==> config.mk <==
export PLATFORM = sky130hd
export DESIGN_NAME = fmr_regs
export DESIGN_NICKNAME = d
export VERILOG_FILES = /design/src/fmr_pkg.sv /design/src/fmr_regs.sv /design/src/fmr_reg_cell.sv
export SDC_FILE = /design/constraint.sdc
export NUM_CORES = 1
export LEC_CHECK = 0
export ABC_AREA = 1
export BUFFER_PORTS_ARGS = -buffer_cell sky130_fd_sc_hd__buf_2
export CAP_MARGIN = 25
export CORE_AREA = 2 2 202 204
export DETAILED_ROUTE_END_ITERATION = 8
export DIE_AREA = 0 0 204 206
export GPL_TIMING_DRIVEN = 0
export SYNTH_ARGS = -nofsm -noshare
export SYNTH_HDL_FRONTEND = slang
export SYNTH_SLANG_ARGS = --single-unit
==> constraint.sdc <==
create_clock -name core_clk -period 1.24 [get_ports core_clk]
set_input_delay 0.124 -clock core_clk [delete_from_list [all_inputs] [get_ports core_clk]]
set_output_delay 0.124 -clock core_clk [all_outputs]
set_load 0.005 [all_outputs]
==> src/fmr_pkg.sv <==
// Constants, register map and carrier types for the modulator register bank.
// Assumes one core clock and a same-clock register port with 16-bit words.
// Function
// - 32-bit seed is upper register then lower register, starts engine.
// - Seed reaches the engine only while the seed enable bit is 1.
// - Numerator upper half at lower address, lower half next.
// - 32-bit denominator in two registers, both reset to all ones.
// - Output A level is bits 13:8, resets to 8.
// - Output B level is bits 5:0 of its register, resets to 8.
// - Bit 7 set powers down output B; resets to 1.
// - Bit 6 set powers down output A; resets to 0.
// - Bit 5 low holds modulator in reset; resets to 1.
// - Order 0 integer, 1 to 4 order, 5 to 7 unused; resets 2.
// - Software reset restores the fixed words to their required values.
// - Seed and numerator registers reset to zero.
// - Control resets to 08A2h, output B register resets to C608h.

package fmr_pkg;

  // ---------------------------------------------------------------
  // Register map
  // ---------------------------------------------------------------
  localparam int          ADDR_W       = 7;
  localparam int          DATA_W       = 16;
  localparam int          REG_COUNT    = 12;
  localparam logic [6:0]  OFS_SEED_CTL = 7'h25;
  localparam logic [6:0]  OFS_DEN_HI   = 7'h26;
  localparam logic [6:0]  OFS_DEN_LO   = 7'h27;
  localparam logic [6:0]  OFS_SEED_HI  = 7'h28;
  localparam logic [6:0]  OFS_SEED_LO  = 7'h29;
  localparam logic [6:0]  OFS_NUM_HI   = 7'h2a;
  localparam logic [6:0]  OFS_NUM_LO   = 7'h2b;
  localparam logic [6:0]  OFS_CTRL     = 7'h2c;
  localparam logic [6:0]  OFS_OUTB     = 7'h2d;
  localparam logic [6:0]  OFS_FIX_A    = 7'h2e;
  localparam logic [6:0]  OFS_FIX_B    = 7'h2f;
  localparam logic [6:0]  OFS_FIX_C    = 7'h30;

  // ---------------------------------------------------------------
  // Reset values
  // ---------------------------------------------------------------
  localparam logic [15:0] RST_SEED_CTL = 16'h0205;
  localparam logic [15:0] RST_DEN      = 16'hffff;
  localparam logic [15:0] RST_ZERO     = 16'h0000;
  localparam logic [15:0] RST_CTRL     = 16'h08a2;
  localparam logic [15:0] RST_OUTB     = 16'hc608;
  localparam logic [15:0] RST_FIX_A    = 16'h07f0;
  localparam logic [15:0] RST_FIX_B    = 16'h0300;
  localparam logic [15:0] RST_FIX_C    = 16'h03e0;

  // ---------------------------------------------------------------
  // Field positions
  // ---------------------------------------------------------------
  localparam int SEED_EN_BIT = 15;
  localparam int A_LVL_HI    = 13;
  localparam int A_LVL_LO    = 8;
  localparam int B_PD_BIT    = 7;
  localparam int A_PD_BIT    = 6;
  localparam int MOD_RUN_BIT = 5;
  localparam int ORDER_HI    = 2;
  localparam int B_LVL_HI    = 5;
  localparam int LVL_W       = 6;
  localparam int ORDER_W     = 3;
  localparam logic [2:0] ORDER_MAX = 3'h4;

  // ---------------------------------------------------------------
  // Carriers
  // ---------------------------------------------------------------
  typedef struct packed {
    logic [31:0] seed;
    logic        seed_en;
    logic [31:0] numerator;
    logic [31:0] denominator;
    logic [2:0]  order;
    logic        integer_mode;
    logic        order_unused;
    logic        run;
  } fmr_frac_t;

  typedef struct packed {
    logic [5:0] a_level;
    logic [5:0] b_level;
    logic       a_powerdown;
    logic       b_powerdown;
  } fmr_out_t;

endpackage : fmr_pkg

==> src/fmr_regs.sv <==
// Register bank for the fractional modulator seed, numerator, denominator,
// order, reset and the two RF output level and power-down controls.
// Assumes a same-clock register port and an optional same-clock soft reset.
//
// The plain strobed port is this design's own decision.
`timescale 1ns/1ps

module fmr_regs (
  input  wire logic        core_clk,   // Core clock, 250 MHz.
  input  wire logic        arst_n,     // Asynchronous reset, active low.
  input  wire logic        soft_rst,   // Software reset pulse.
  input  wire logic [6:0]  reg_addr,   // Register offset.
  input  wire logic [15:0] reg_wdata,  // Write data.
  input  wire logic        reg_wr,     // Write strobe.
  input  wire logic        reg_rd,     // Read strobe.
  output fmr_pkg::fmr_frac_t frac_cfg, // Settings to fractional engine.
  output fmr_pkg::fmr_out_t  out_cfg,  // Settings to output buffers.
  output logic             seed_load,  // Load seed into engine, pulse.
  output logic      [15:0] reg_rdata   // Read data, cycle after strobe.
);

  // ---------------------------------------------------------------
  // Register storage
  // ---------------------------------------------------------------
  localparam logic [15:0] RST_TAB [fmr_pkg::REG_COUNT] = '{
    fmr_pkg::RST_SEED_CTL,
    fmr_pkg::RST_DEN,
    fmr_pkg::RST_DEN,
    fmr_pkg::RST_ZERO,
    fmr_pkg::RST_ZERO,
    fmr_pkg::RST_ZERO,
    fmr_pkg::RST_ZERO,
    fmr_pkg::RST_CTRL,
    fmr_pkg::RST_OUTB,
    fmr_pkg::RST_FIX_A,
    fmr_pkg::RST_FIX_B,
    fmr_pkg::RST_FIX_C
  };

  logic [15:0] regq [fmr_pkg::REG_COUNT];
  logic [6:0]  idx;
  logic        hit;

  assign idx = reg_addr - fmr_pkg::OFS_SEED_CTL;
  assign hit = (reg_addr >= fmr_pkg::OFS_SEED_CTL) &&
               (reg_addr <= fmr_pkg::OFS_FIX_C);

  for (genvar i = 0; i < fmr_pkg::REG_COUNT; i++) begin : g_reg
    fmr_reg_cell #(
      .RESET_VAL (RST_TAB[i])
    ) u_cell (
      .core_clk (core_clk),
      .arst_n   (arst_n),
      .soft_rst (soft_rst),
      .wr_en    (reg_wr && hit && (idx == 7'(i))),
      .wdata    (reg_wdata),
      .q        (regq[i])
    );
  end

  logic [15:0] seed_ctl;
  logic [15:0] ctrl;
  logic [15:0] outb;

  assign seed_ctl = regq[0];
  assign ctrl     = regq[7];
  assign outb     = regq[8];

  // ---------------------------------------------------------------
  // Read port
  // ---------------------------------------------------------------
  logic [15:0] rdata_ff;
  logic [15:0] nxt_rdata;

  always_comb begin
    nxt_rdata = 16'h0000;
    if (reg_rd && hit) begin
      nxt_rdata = regq[idx[3:0]];
    end
  end

  always_ff @(posedge core_clk or negedge arst_n) begin
    if (!arst_n) begin
      rdata_ff <= 16'h0000;
    end else begin
      rdata_ff <= nxt_rdata;
    end
  end

  assign reg_rdata = rdata_ff;

  // ---------------------------------------------------------------
  // Field decode towards engine and buffers
  // ---------------------------------------------------------------
  fmr_pkg::fmr_frac_t frac_ff;
  fmr_pkg::fmr_frac_t nxt_frac;
  fmr_pkg::fmr_out_t  outc_ff;
  fmr_pkg::fmr_out_t  nxt_outc;
  logic               load_ff;
  logic               nxt_load;
  logic               run_d_ff;

  always_comb begin
    nxt_frac.seed_en      = seed_ctl[fmr_pkg::SEED_EN_BIT];
    nxt_frac.seed         = nxt_frac.seed_en ?
                            {regq[3], regq[4]} : 32'h0000_0000;
    nxt_frac.numerator    = {regq[5], regq[6]};
    nxt_frac.denominator  = {regq[1], regq[2]};
    nxt_frac.order        = ctrl[fmr_pkg::ORDER_HI:0];
    nxt_frac.integer_mode = (nxt_frac.order == 3'h0);
    nxt_frac.order_unused = (nxt_frac.order > fmr_pkg::ORDER_MAX);
    nxt_frac.run          = ctrl[fmr_pkg::MOD_RUN_BIT];
    nxt_outc.a_level      = ctrl[fmr_pkg::A_LVL_HI:fmr_pkg::A_LVL_LO];
    nxt_outc.b_level      = outb[fmr_pkg::B_LVL_HI:0];
    nxt_outc.a_powerdown  = ctrl[fmr_pkg::A_PD_BIT];
    nxt_outc.b_powerdown  = ctrl[fmr_pkg::B_PD_BIT];
    // seed loads when the modulator leaves reset.
    nxt_load = nxt_frac.run && !run_d_ff;
  end

  always_ff @(posedge core_clk or negedge arst_n) begin
    if (!arst_n) begin
      frac_ff  <= '{seed: 32'h0, seed_en: 1'b0, numerator: 32'h0,
                    denominator: 32'hffff_ffff, order: 3'h2,
                    integer_mode: 1'b0, order_unused: 1'b0, run: 1'b1};
      outc_ff  <= '{a_level: 6'h08, b_level: 6'h08,
                    a_powerdown: 1'b0, b_powerdown: 1'b1};
      load_ff  <= 1'b0;
      run_d_ff <= 1'b1;
    end else begin
      frac_ff  <= nxt_frac;
      outc_ff  <= nxt_outc;
      load_ff  <= nxt_load;
      run_d_ff <= nxt_frac.run;
    end
  end

  assign frac_cfg  = frac_ff;
  assign out_cfg   = outc_ff;
  assign seed_load = load_ff;

  // ---------------------------------------------------------------
  // Checks
  // ---------------------------------------------------------------
  a_seed_halves: assert property (
    @(posedge core_clk) disable iff (!arst_n)
    frac_cfg.seed_en |-> frac_cfg.seed == {$past(regq[3]), $past(regq[4])})
    else $error("seed halves out of order");

  a_seed_gate: assert property (
    @(posedge core_clk) disable iff (!arst_n)
    !frac_cfg.seed_en |-> frac_cfg.seed == 32'h0)
    else $error("seed passed while disabled");

  a_num_write: assert property (
    @(posedge core_clk) disable iff (!arst_n)
    (reg_wr && reg_addr == fmr_pkg::OFS_NUM_HI && !soft_rst) |-> ##2
    frac_cfg.numerator[31:16] == $past(reg_wdata, 2))
    else $error("numerator upper half not applied");

  a_soft_fixed: assert property (
    @(posedge core_clk) disable iff (!arst_n)
    soft_rst |=> (regq[9] == fmr_pkg::RST_FIX_A) &&
    (regq[10] == fmr_pkg::RST_FIX_B) && (regq[11] == fmr_pkg::RST_FIX_C))
    else $error("fixed words not restored");

  a_soft_clear: assert property (
    @(posedge core_clk) disable iff (!arst_n)
    soft_rst |=> regq[3] == 16'h0 && regq[6] == 16'h0)
    else $error("seed or numerator not cleared");

  a_ctrl_reset: assert property (
    @(posedge core_clk) disable iff (!arst_n)
    soft_rst |=> ctrl == fmr_pkg::RST_CTRL && outb == fmr_pkg::RST_OUTB)
    else $error("control reset value wrong");

  a_pd_follow: assert property (
    @(posedge core_clk) disable iff (!arst_n)
    ##1 out_cfg.b_powerdown == $past(ctrl[fmr_pkg::B_PD_BIT]) &&
    out_cfg.a_powerdown == $past(ctrl[fmr_pkg::A_PD_BIT]))
    else $error("power-down does not follow control");

  a_order_int: assert property (
    @(posedge core_clk) disable iff (!arst_n)
    frac_cfg.integer_mode |-> frac_cfg.order == 3'h0 &&
    !frac_cfg.order_unused)
    else $error("integer mode with nonzero order");

  a_run_load: assert property (
    @(posedge core_clk) disable iff (!arst_n)
    $rose(frac_cfg.run) |-> seed_load ##1 !seed_load)
    else $error("seed load missing after modulator release");

  a_read_data: assert property (
    @(posedge core_clk) disable iff (!arst_n)
    (reg_rd && reg_addr == fmr_pkg::OFS_CTRL) |=> reg_rdata == $past(ctrl))
    else $error("read data wrong");

  a_level_follow: assert property (
    @(posedge core_clk) disable iff (!arst_n)
    ##1 out_cfg.a_level ==
    $past(ctrl[fmr_pkg::A_LVL_HI:fmr_pkg::A_LVL_LO]) &&
    out_cfg.b_level == $past(outb[fmr_pkg::B_LVL_HI:0]))
    else $error("output level does not follow its register");

  a_num_low: assert property (
    @(posedge core_clk) disable iff (!arst_n)
    (reg_wr && reg_addr == fmr_pkg::OFS_NUM_LO && !soft_rst) |-> ##2
    frac_cfg.numerator[15:0] == $past(reg_wdata, 2))
    else $error("numerator lower half not applied");

  a_load_cause: assert property (
    @(posedge core_clk) disable iff (!arst_n)
    seed_load |-> frac_cfg.run && !$past(frac_cfg.run))
    else $error("seed load without modulator release");

endmodule : fmr_regs

==> src/fmr_reg_cell.sv <==
// One 16-bit software register with a reset value.
// Assumes write strobes come from logic on the same clock.
`timescale 1ns/1ps

module fmr_reg_cell #(
  parameter logic [15:0] RESET_VAL = 16'h0000
) (
  input  wire logic        core_clk,  // Core clock.
  input  wire logic        arst_n,    // Asynchronous reset, active low.
  input  wire logic        soft_rst,  // Restores the reset value.
  input  wire logic        wr_en,     // Write this register.
  input  wire logic [15:0] wdata,     // Write data.
  output logic      [15:0] q          // Stored value.
);

  logic [15:0] val_ff;
  logic [15:0] nxt_val;

  always_comb begin
    nxt_val = val_ff;
    if (soft_rst) begin
      nxt_val = RESET_VAL;
    end else if (wr_en) begin
      nxt_val = wdata;
    end
  end

  always_ff @(posedge core_clk or negedge arst_n) begin
    if (!arst_n) begin
      val_ff <= RESET_VAL;
    end else begin
      val_ff <= nxt_val;
    end
  end

  assign q = val_ff;

endmodule : fmr_reg_cell

==> run_results.csv, run 1 <==
group,metric,value,unit
critical_path,crit_chain,"buf_12, inv_12, buf_8, buf_12, ha_4, inv_4, nand2_4, nand2_2, nand2_2, nand3_2, nor2_4, buf_12, buf_16, nand3_4, nand2_8, clkbuf_16, nand2_2, nand2_1",
logic_synthesis,syn_inst,1530,
placement,place_area,15600,µm²
floorplanning,start_util,34.4,%
finish,drive_above_1_share,37.3,%
clock_network,cts_tree,"yes",
global_routing,grt_first_pass_wirelength,75100,µm
sta,holdWs,-0.485,ns
power_and_ir_drop,powerDensity,1430,nW/µm²
sta,slew-limit-headroom,17.8,%
finish,area_delta_synth_final,35.7,%
global_routing,grt_pass1_vias,12061,
critical_path,start_kind,"input port",
power_and_ir_drop,ir_drop,0.000705,V
logic_synthesis,synthDominantCellAreaShare,41.8,%
clock_network,cts.path.max_buffers,3,
drt,drt_wl_total,51100,µm
sta,rsz0062_at_grt,"yes",
run,drv_cap,0,
sta,slew_viol_final,0,
critical_path,arrival,1.97,ns
global_routing,grt.total_usage,23.9,%
sta,finalSetupTns,-33.97,ns
clock_network,cts.sinks,326,
drt,drtIter0Drc,1336,
logic_synthesis,syn_nets,1562,
global_routing,grt_max_degree,121,
clock_network,clk_latency,0.53,ns
run_status,status,"finished with violations",
finish,final_net_count,1850,
sta,fin_skew,0.0185,ns
critical_path,path_buf_inv,8,
critical_path,cp_slowest_cell,"nor2_4",
logic_synthesis,yosysSeqAreaShare,59.8,%
placement,place_congestion,0.931,
drt,viasPerCell,5.23,
critical_path,worst_setup_path_end_kind,"register",
placement,dp_hpwl,35000,µm
clock_network,clkTransAtPathRegs,0.06,ns
logic_synthesis,synth.ff_latch_count,326,
logic_synthesis,ys_warn_count,0,
finish,antenna_cells,0,
floorplanning,die_area,42000,µm²
floorplanning,die_x,204,µm
drt,ant_nets,0,
logic_synthesis,synth.top_cells.by_count,"nand2_1, dfrtp_1, nand3_1",
critical_path,critPathTopFamily,"simple AND/OR/NAND/NOR gates",
critical_path,r2r_cells,4,
clock_network,cts_root_buf,"clkbuf_16",
placement,dp_slack,-1.56,ns
finish,n_fill_cell,3781,
min_path,holdCritPathClass,"in -> async",
power_and_ir_drop,cellLeakagePower,9.47,nW
sta,fin_crit,1.50,ns
floorplanning,ios,162,
critical_path,path_depth,18,
finish,fin_area,18800,µm²
logic_synthesis,synthFlopType,"dfrtp_1",
floorplanning,die_y,206,µm
logic_synthesis,synth.distinct_cells,31,
critical_path,critPathMaxFanout,5,
clock_network,cts_hold_buf,2,
sta,tightest_slew,1.23,ns
logic_synthesis,syn_area_per_cell,9.05,µm²
critical_path,slowest_delay,0.16,ns
logic_synthesis,netlist_top_cells_area,"dfrtp_1, dfstp_2, nand2_1",
global_routing,overflow,0,
clock_network,h-tree-depth,2,
sta,fin_crit_sh,121,%
finish,final_core_util,46.7,%
run_status,violations,"negative hold slack, negative setup slack",
sta,setup_viol,245,
global_routing,antenna_found_initial,0,
logic_synthesis,synth_edf_count,0,
drt,firstDrtPassIters,6,
floorplanning,core_area,40200,µm²
finish,multiInputGateArea,5430,µm²
sta,hold_viol,116,
logic_synthesis,yosysTopAreaCell,"dfrtp_1",
finish,seqCellArea,8280,µm²
sta,fmax,667,MHz
logic_synthesis,postSynth.asyncResetShare,100,%
logic_synthesis,syn_area,13800,µm²
drt,num_vias,12412,
sta,fin_ws,-0.260,ns
clock_network,numCtsBuffers,35,
floorplanning,rows,74,
placement,io_buffers,160,
critical_path,worst-setup-path-type,"in -> reg",
logic_synthesis,yosysMostFrequentCell,"nand2_1",
critical_path,worst_ep_required_time,1.71,ns
drt,routedWlPerCell,21.5,µm
drt,post-route-drc-count,0,
## cell usage in the layout, fill, tap and decap left out, types with 9 or more instances in the layout
cell,count
nand2_1,372
dfrtp_1,231
nand3_1,178
buf_2,132
nor2_1,106
dfstp_2,95
nand2_2,94
o21ai_0,89
buf_6,78
inv_1,75
buf_4,49
clkbuf_16,46
o21ai_1,37
nand2_4,25
clkbuf_2,18
a21oi_2,16
clkbuf_1,15
nand3_2,15
buf_8,13
nand3_4,13
a21oi_1,12
o22ai_1,12
o211ai_1,12
o21ai_2,10
nor2_2,10
buf_1,9
clkinv_2,9
## layout make-up
cell class / count / share of cell area [%]
repair inverters: 1 / 0.0600
clock inverters: 18 / 0.953
inverters: 87 / 1.93
clock buffers: 44 / 5.28
well taps: 532 / 3.54
flip-flops and latches: 326 / 44.1
multi-input cells: 1026 / 28.9
plain buffers: 86 / 4.26
repair buffers: 255 / 11.0
## cell families (layout without fill, tap and decap cells)
logic type	count (synthesis)	after routing	share of synthesized area [%]
flops	326	326	59.8
compound gates	196	196	7.50
fa+ha+maj	4	4	0.362
simple gates	826	826	26.4
buf+inv	178	491	5.94
## layer usage
| metal | global-route usage, % | wire [µm] | vias up |
|---|---|---|---|
| met2 | 37.1 | 23100 | 667 |
| met5 | 0 | 0 | - |
| met1 | 31.9 | 20700 | 6066 |
| li1 | - | - | 5512 |
| met4 | 13.0 | 2930 | 0 |
| met3 | 4.30 | 4380 | 167 |
## where the power goes
part / internal, mW / switching (mW) / total (mW)
clock network: 6.32 / 4.38 / 10.7
registers: 11.6 / 0.568 / 12.2
logic: 1.56 / 2.43 / 4.00
## sequential cells by signal, indices dropped and copies added (netlist names)
register and flops:
g.u_cell.q 192, reg_rdata 16, frac_cfg 103, seed_load 1, out_cfg 14
## worst reg2reg max path, cell delays in order, from the launching register on
cell and delay, ns:
dfrtp_1 0.40, o21ai_0 0.10, o211ai_1 0.40, nand2_1 0.22, a21oi_2 0.21
## worst paths after layout
path | from | to | slack [ns]
worst min register to register | g_reg[1].u_cell.q[10]$_DFFE_PN1P_ | frac_cfg[32]$_DFF_PN1_ | 0.38
worst max register to register | g_reg[7].u_cell.q[6]$_DFFE_PN0P_ | reg_rdata[6]$_DFF_PN0_ | -0.18
worst max-delay path | reg_addr[0] | g_reg[2].u_cell.q[5]$_DFFE_PN1P_ | -0.26
max in group asynchronous | arst_n | frac_cfg[25]$_DFF_PN1_ | 0.45
min in group core_clk | reg_wdata[2] | g_reg[0].u_cell.q[2]$_DFFE_PN1P_ | 0.03
worst min-delay path | arst_n | frac_cfg[43]$_DFF_PN0_ | -0.49
## metrics by stage
| stage | instances | power (mW) |
|---|---|---|
| 5_1_grt | 2375 | 27.8 |
| 3_3_place_gp | 2222 | 15.3 |
| 4_1_cts | 2353 | 26.6 |
| 2_1_floorplan | 1530 | 13.8 |
| 3_5_place_dp | 2226 | 15.4 |
| 6_report | 2375 | 26.9 |
## repair_timing
item | in CTS | in global routing
setup buffers | 56 | 19
pin swaps | 53 | 95
gates cloned | 9 | 4
endpoints found under the setup margin | 307 | 320
endpoints found under the hold margin | 98 | 91
gates resized for setup | 184 | 195
Power figures use the tool's default switching activity.
==> run 2: changes to the inputs <==
--- a/config.mk
+++ b/config.mk
@@ -8,10 +8,11 @@
 export ABC_AREA = 1
 export BUFFER_PORTS_ARGS = -buffer_cell sky130_fd_sc_hd__buf_2
 export CAP_MARGIN = 25
-export CORE_AREA = 2 2 202 204
+export CORE_AREA = 2 2 204 206
 export DETAILED_ROUTE_END_ITERATION = 8
-export DIE_AREA = 0 0 204 206
+export DIE_AREA = 0 0 206 208
 export GPL_TIMING_DRIVEN = 0
 export SYNTH_ARGS = -nofsm -noshare
 export SYNTH_HDL_FRONTEND = slang
+export SYNTH_HIERARCHICAL = 1
 export SYNTH_SLANG_ARGS = --single-unit
==> run 2 against run 1 <==
  * The run still ends with negative hold slack, negative setup slack left
  * Register-to-register slack better by 0.06 ns
  * Clock skew up 0.0048 ns
  * Setup slack worse by 0.043 ns
  * Cell count is 4.3% higher
  * Sequential share of layout area is 0.79 points lower
  * Routed wire length is 4.7% lower
  * Cell area grew 1.8%
  * Synthesized cell count rose by 5.6%
  * Global-route usage fell by 1.5 points
  * Critical path type unchanged
  * Highest routed layer unchanged
==> run_results.csv, run 2 <==
group,metric,value,unit
finish,drive_above_1_share,40.4,%
power_and_ir_drop,cellLeakagePower,10.1,nW
logic_synthesis,yosysTopAreaCell,"dfrtp_1",
critical_path,crit_chain,"buf_12, inv_16, clkbuf_16, ha_4, inv_4, nand2_4, nand2_2, nand3_2, nor2_4, nand3_4, buf_8, nor2_4, buf_6, nor2_4, buf_6, nand2_2, nand2_1",
critical_path,worst_ep_required_time,1.66,ns
logic_synthesis,ys_warn_count,6,
power_and_ir_drop,power.total,25.1,mW
clock_network,cts.path.max_buffers,3,
drt,routedWlPerCell,19.7,µm
sta,fin_crit_sh,124,%
run_status,violations,"negative hold slack, negative setup slack",
sta,setup_viol,235,
logic_synthesis,syn_area,14000,µm²
global_routing,grt_pass1_vias,12204,
clock_network,cts_hold_buf,2,
critical_path,slowest_delay,0.17,ns
run,drv_cap,0,
critical_path,path_buf_inv,7,
logic_synthesis,syn_area_per_cell,8.69,µm²
clock_network,h-tree-depth,2,
logic_synthesis,synth.distinct_cells,26,
floorplanning,start_util,34.6,%
sta,fin_ws,-0.303,ns
run_status,status,"finished with violations",
critical_path,arrival,1.96,ns
clock_network,clk_latency,0.54,ns
floorplanning,core_area,40600,µm²
logic_synthesis,postSynth.asyncResetShare,100,%
critical_path,start_kind,"input port",
clock_network,cts_tree,"yes",
drt,drt_wl_total,48700,µm
finish,final_net_count,1948,
finish,final_cell_mix,"nand2_1, dfrtp_1, buf_2, nand3_1, nand2_2",
sta,hold_viol,104,
logic_synthesis,yosysSeqAreaShare,59.0,%
drt,ant_nets,0,
critical_path,cp_slowest_cell,"ha_4",
sta,fin_skew,0.0234,ns
drt,num_vias,12435,
logic_synthesis,synthDominantCellAreaShare,41.2,%
placement,place_congestion,0.909,
critical_path,critPathTopFamily,"buffers and inverters",
global_routing,grt_max_degree,106,
power_and_ir_drop,ir_drop,0.000744,V
logic_synthesis,synthFlopType,"dfrtp_1",
floorplanning,ios,162,
floorplanning,die_area,42800,µm²
min_path,holdCritPathClass,"in -> async",
logic_synthesis,yosysMostFrequentCell,"nand2_1",
critical_path,worst-setup-path-type,"in -> reg",
sta,fin_crit,1.54,ns
drt,post-route-drc-count,0,
floorplanning,die_x,206,µm
sta,slew_viol_final,0,
finish,largest_register_ff_count,192,
finish,antenna_cells,0,
drt,drtIter0Drc,942,
logic_synthesis,netlist_top_cells_area,"dfrtp_1, dfstp_2, nand2_1",
global_routing,antenna_found_initial,0,
logic_synthesis,synth_edf_count,0,
placement,dp_hpwl,32200,µm
clock_network,cts.sinks,326,
clock_network,cts_root_buf,"clkbuf_16",
finish,final_common_cell,"nand2_1",
global_routing,overflow,0,
sta,fmax,648,MHz
global_routing,grt_first_pass_wirelength,73100,µm
critical_path,worst_setup_path_end_kind,"register",
logic_synthesis,synth.ff_latch_count,326,
placement,io_buffers,161,
sta,rsz0062_at_grt,"yes",
clock_network,numCtsBuffers,36,
clock_network,clkTransAtPathRegs,0.06,ns
critical_path,crit_top_cell,"nor2_4",
drt,firstDrtPassIters,5,
finish,area_delta_synth_final,36.2,%
sta,slew-limit-headroom,54.4,%
global_routing,grt.total_usage,22.5,%
power_and_ir_drop,powerDensity,1310,nW/µm²
logic_synthesis,synth.top_cells.by_count,"nand2_1, dfrtp_1, nand3_1",
floorplanning,rows,74,
drt,viasPerCell,5.02,
sta,holdWs,-0.408,ns
critical_path,critPathMaxFanout,8,
placement,dp_slack,-1.38,ns
floorplanning,die_y,208,µm
sta,tightest_slew,0.684,ns
logic_synthesis,syn_inst,1616,
logic_synthesis,syn_nets,1648,
-- run 2: power by group --
group	switching [mW]	internal (mW)	total, mW
combinational	1.86	0.929	2.79
sequential	0.0981	10.9	11.0
clock	4.54	6.73	11.3
total	6.50	18.6	25.1
-- run 2: worst paths after layout --
kind                                                    endpoint                        startpoint  slack (ns)  cells after the start
worst max-delay path            g_reg[3].u_cell/q[8]$_DFFE_PN0P_                       reg_addr[0]       -0.30                     17
worst min-delay path            g_reg[6].u_cell/q[7]$_DFFE_PN0P_                            arst_n       -0.41                      3
worst max register to register            reg_rdata[4]$_DFF_PN0_  g_reg[9].u_cell/q[4]$_DFFE_PN1P_       -0.12                      8
worst min register to register            frac_cfg[10]$_DFF_PN1_  g_reg[2].u_cell/q[4]$_DFFE_PN1P_        0.36                      0
max in group asynchronous       g_reg[9].u_cell/q[0]$_DFFE_PN0P_                            arst_n        0.37                      5
min in group core_clk           g_reg[5].u_cell/q[2]$_DFFE_PN0P_                      reg_wdata[2]        0.09                      3
-- run 2: metal layers --
layer	global-route usage, %	wire (µm)	share of wire [%]	vias up
li1	-	-	-	5704
met1	30.8	20900	43	6116
met2	34.9	22600	46	492
met3	3.54	3070	6.3	123
met4	10.2	2240	4.6	0
met5	0	0	0	-
-- run 2: cells by family after synthesis --
kind of cell	count (synthesis)	synth area share, %
DFF	326	59.0
AOI/OAI and AO/OA	126	4.51
adders and majority gates	4	0.357
and+or+nand+nor	983	29.3
buffers and inverters	177	6.92
-- run 2: area by class of cell --
type | count | area [µm²]
Timing Repair Buffer | 265 | 2030
Buffer | 90 | 841
Multi-Input combinational cell | 1113 | 5700
Fill cell | 3801 | 21400
Inverter | 84 | 353
Clock buffer | 49 | 1070
Sequential cell | 326 | 8280
Clock inverter | 17 | 185
Tap cell | 532 | 666
-- run 2: tightest hold or removal path, delay by kind of cell --
kind / cells / cell delay [ns]
buf+inv: 3 / 0.37
-- run 2: stage by stage --
stage,TNS (ns),std cells,util (%),hold slack [ns],cell area [µm²]
finish,-39.15,2476,47.2,-0.408,19100
global route,-50.42,2476,47.2,-0.395,19100
CTS,-32.95,2452,45.3,-0.421,18400
detailed placement,-241.60,2313,39.2,0.0178,15900
global placement,-1983.61,2309,38.9,0.368,15800
floorplan,-96.59,1616,-,-0.172,14300
-- run 2: repair_timing --
action	4_1_cts	5_1_grt
buffers inserted	61	27
resized for setup	203	171
pin swaps	60	87
setup endpoints to repair	275	253
endpoints found under the hold margin	122	38
gates cloned	12	2
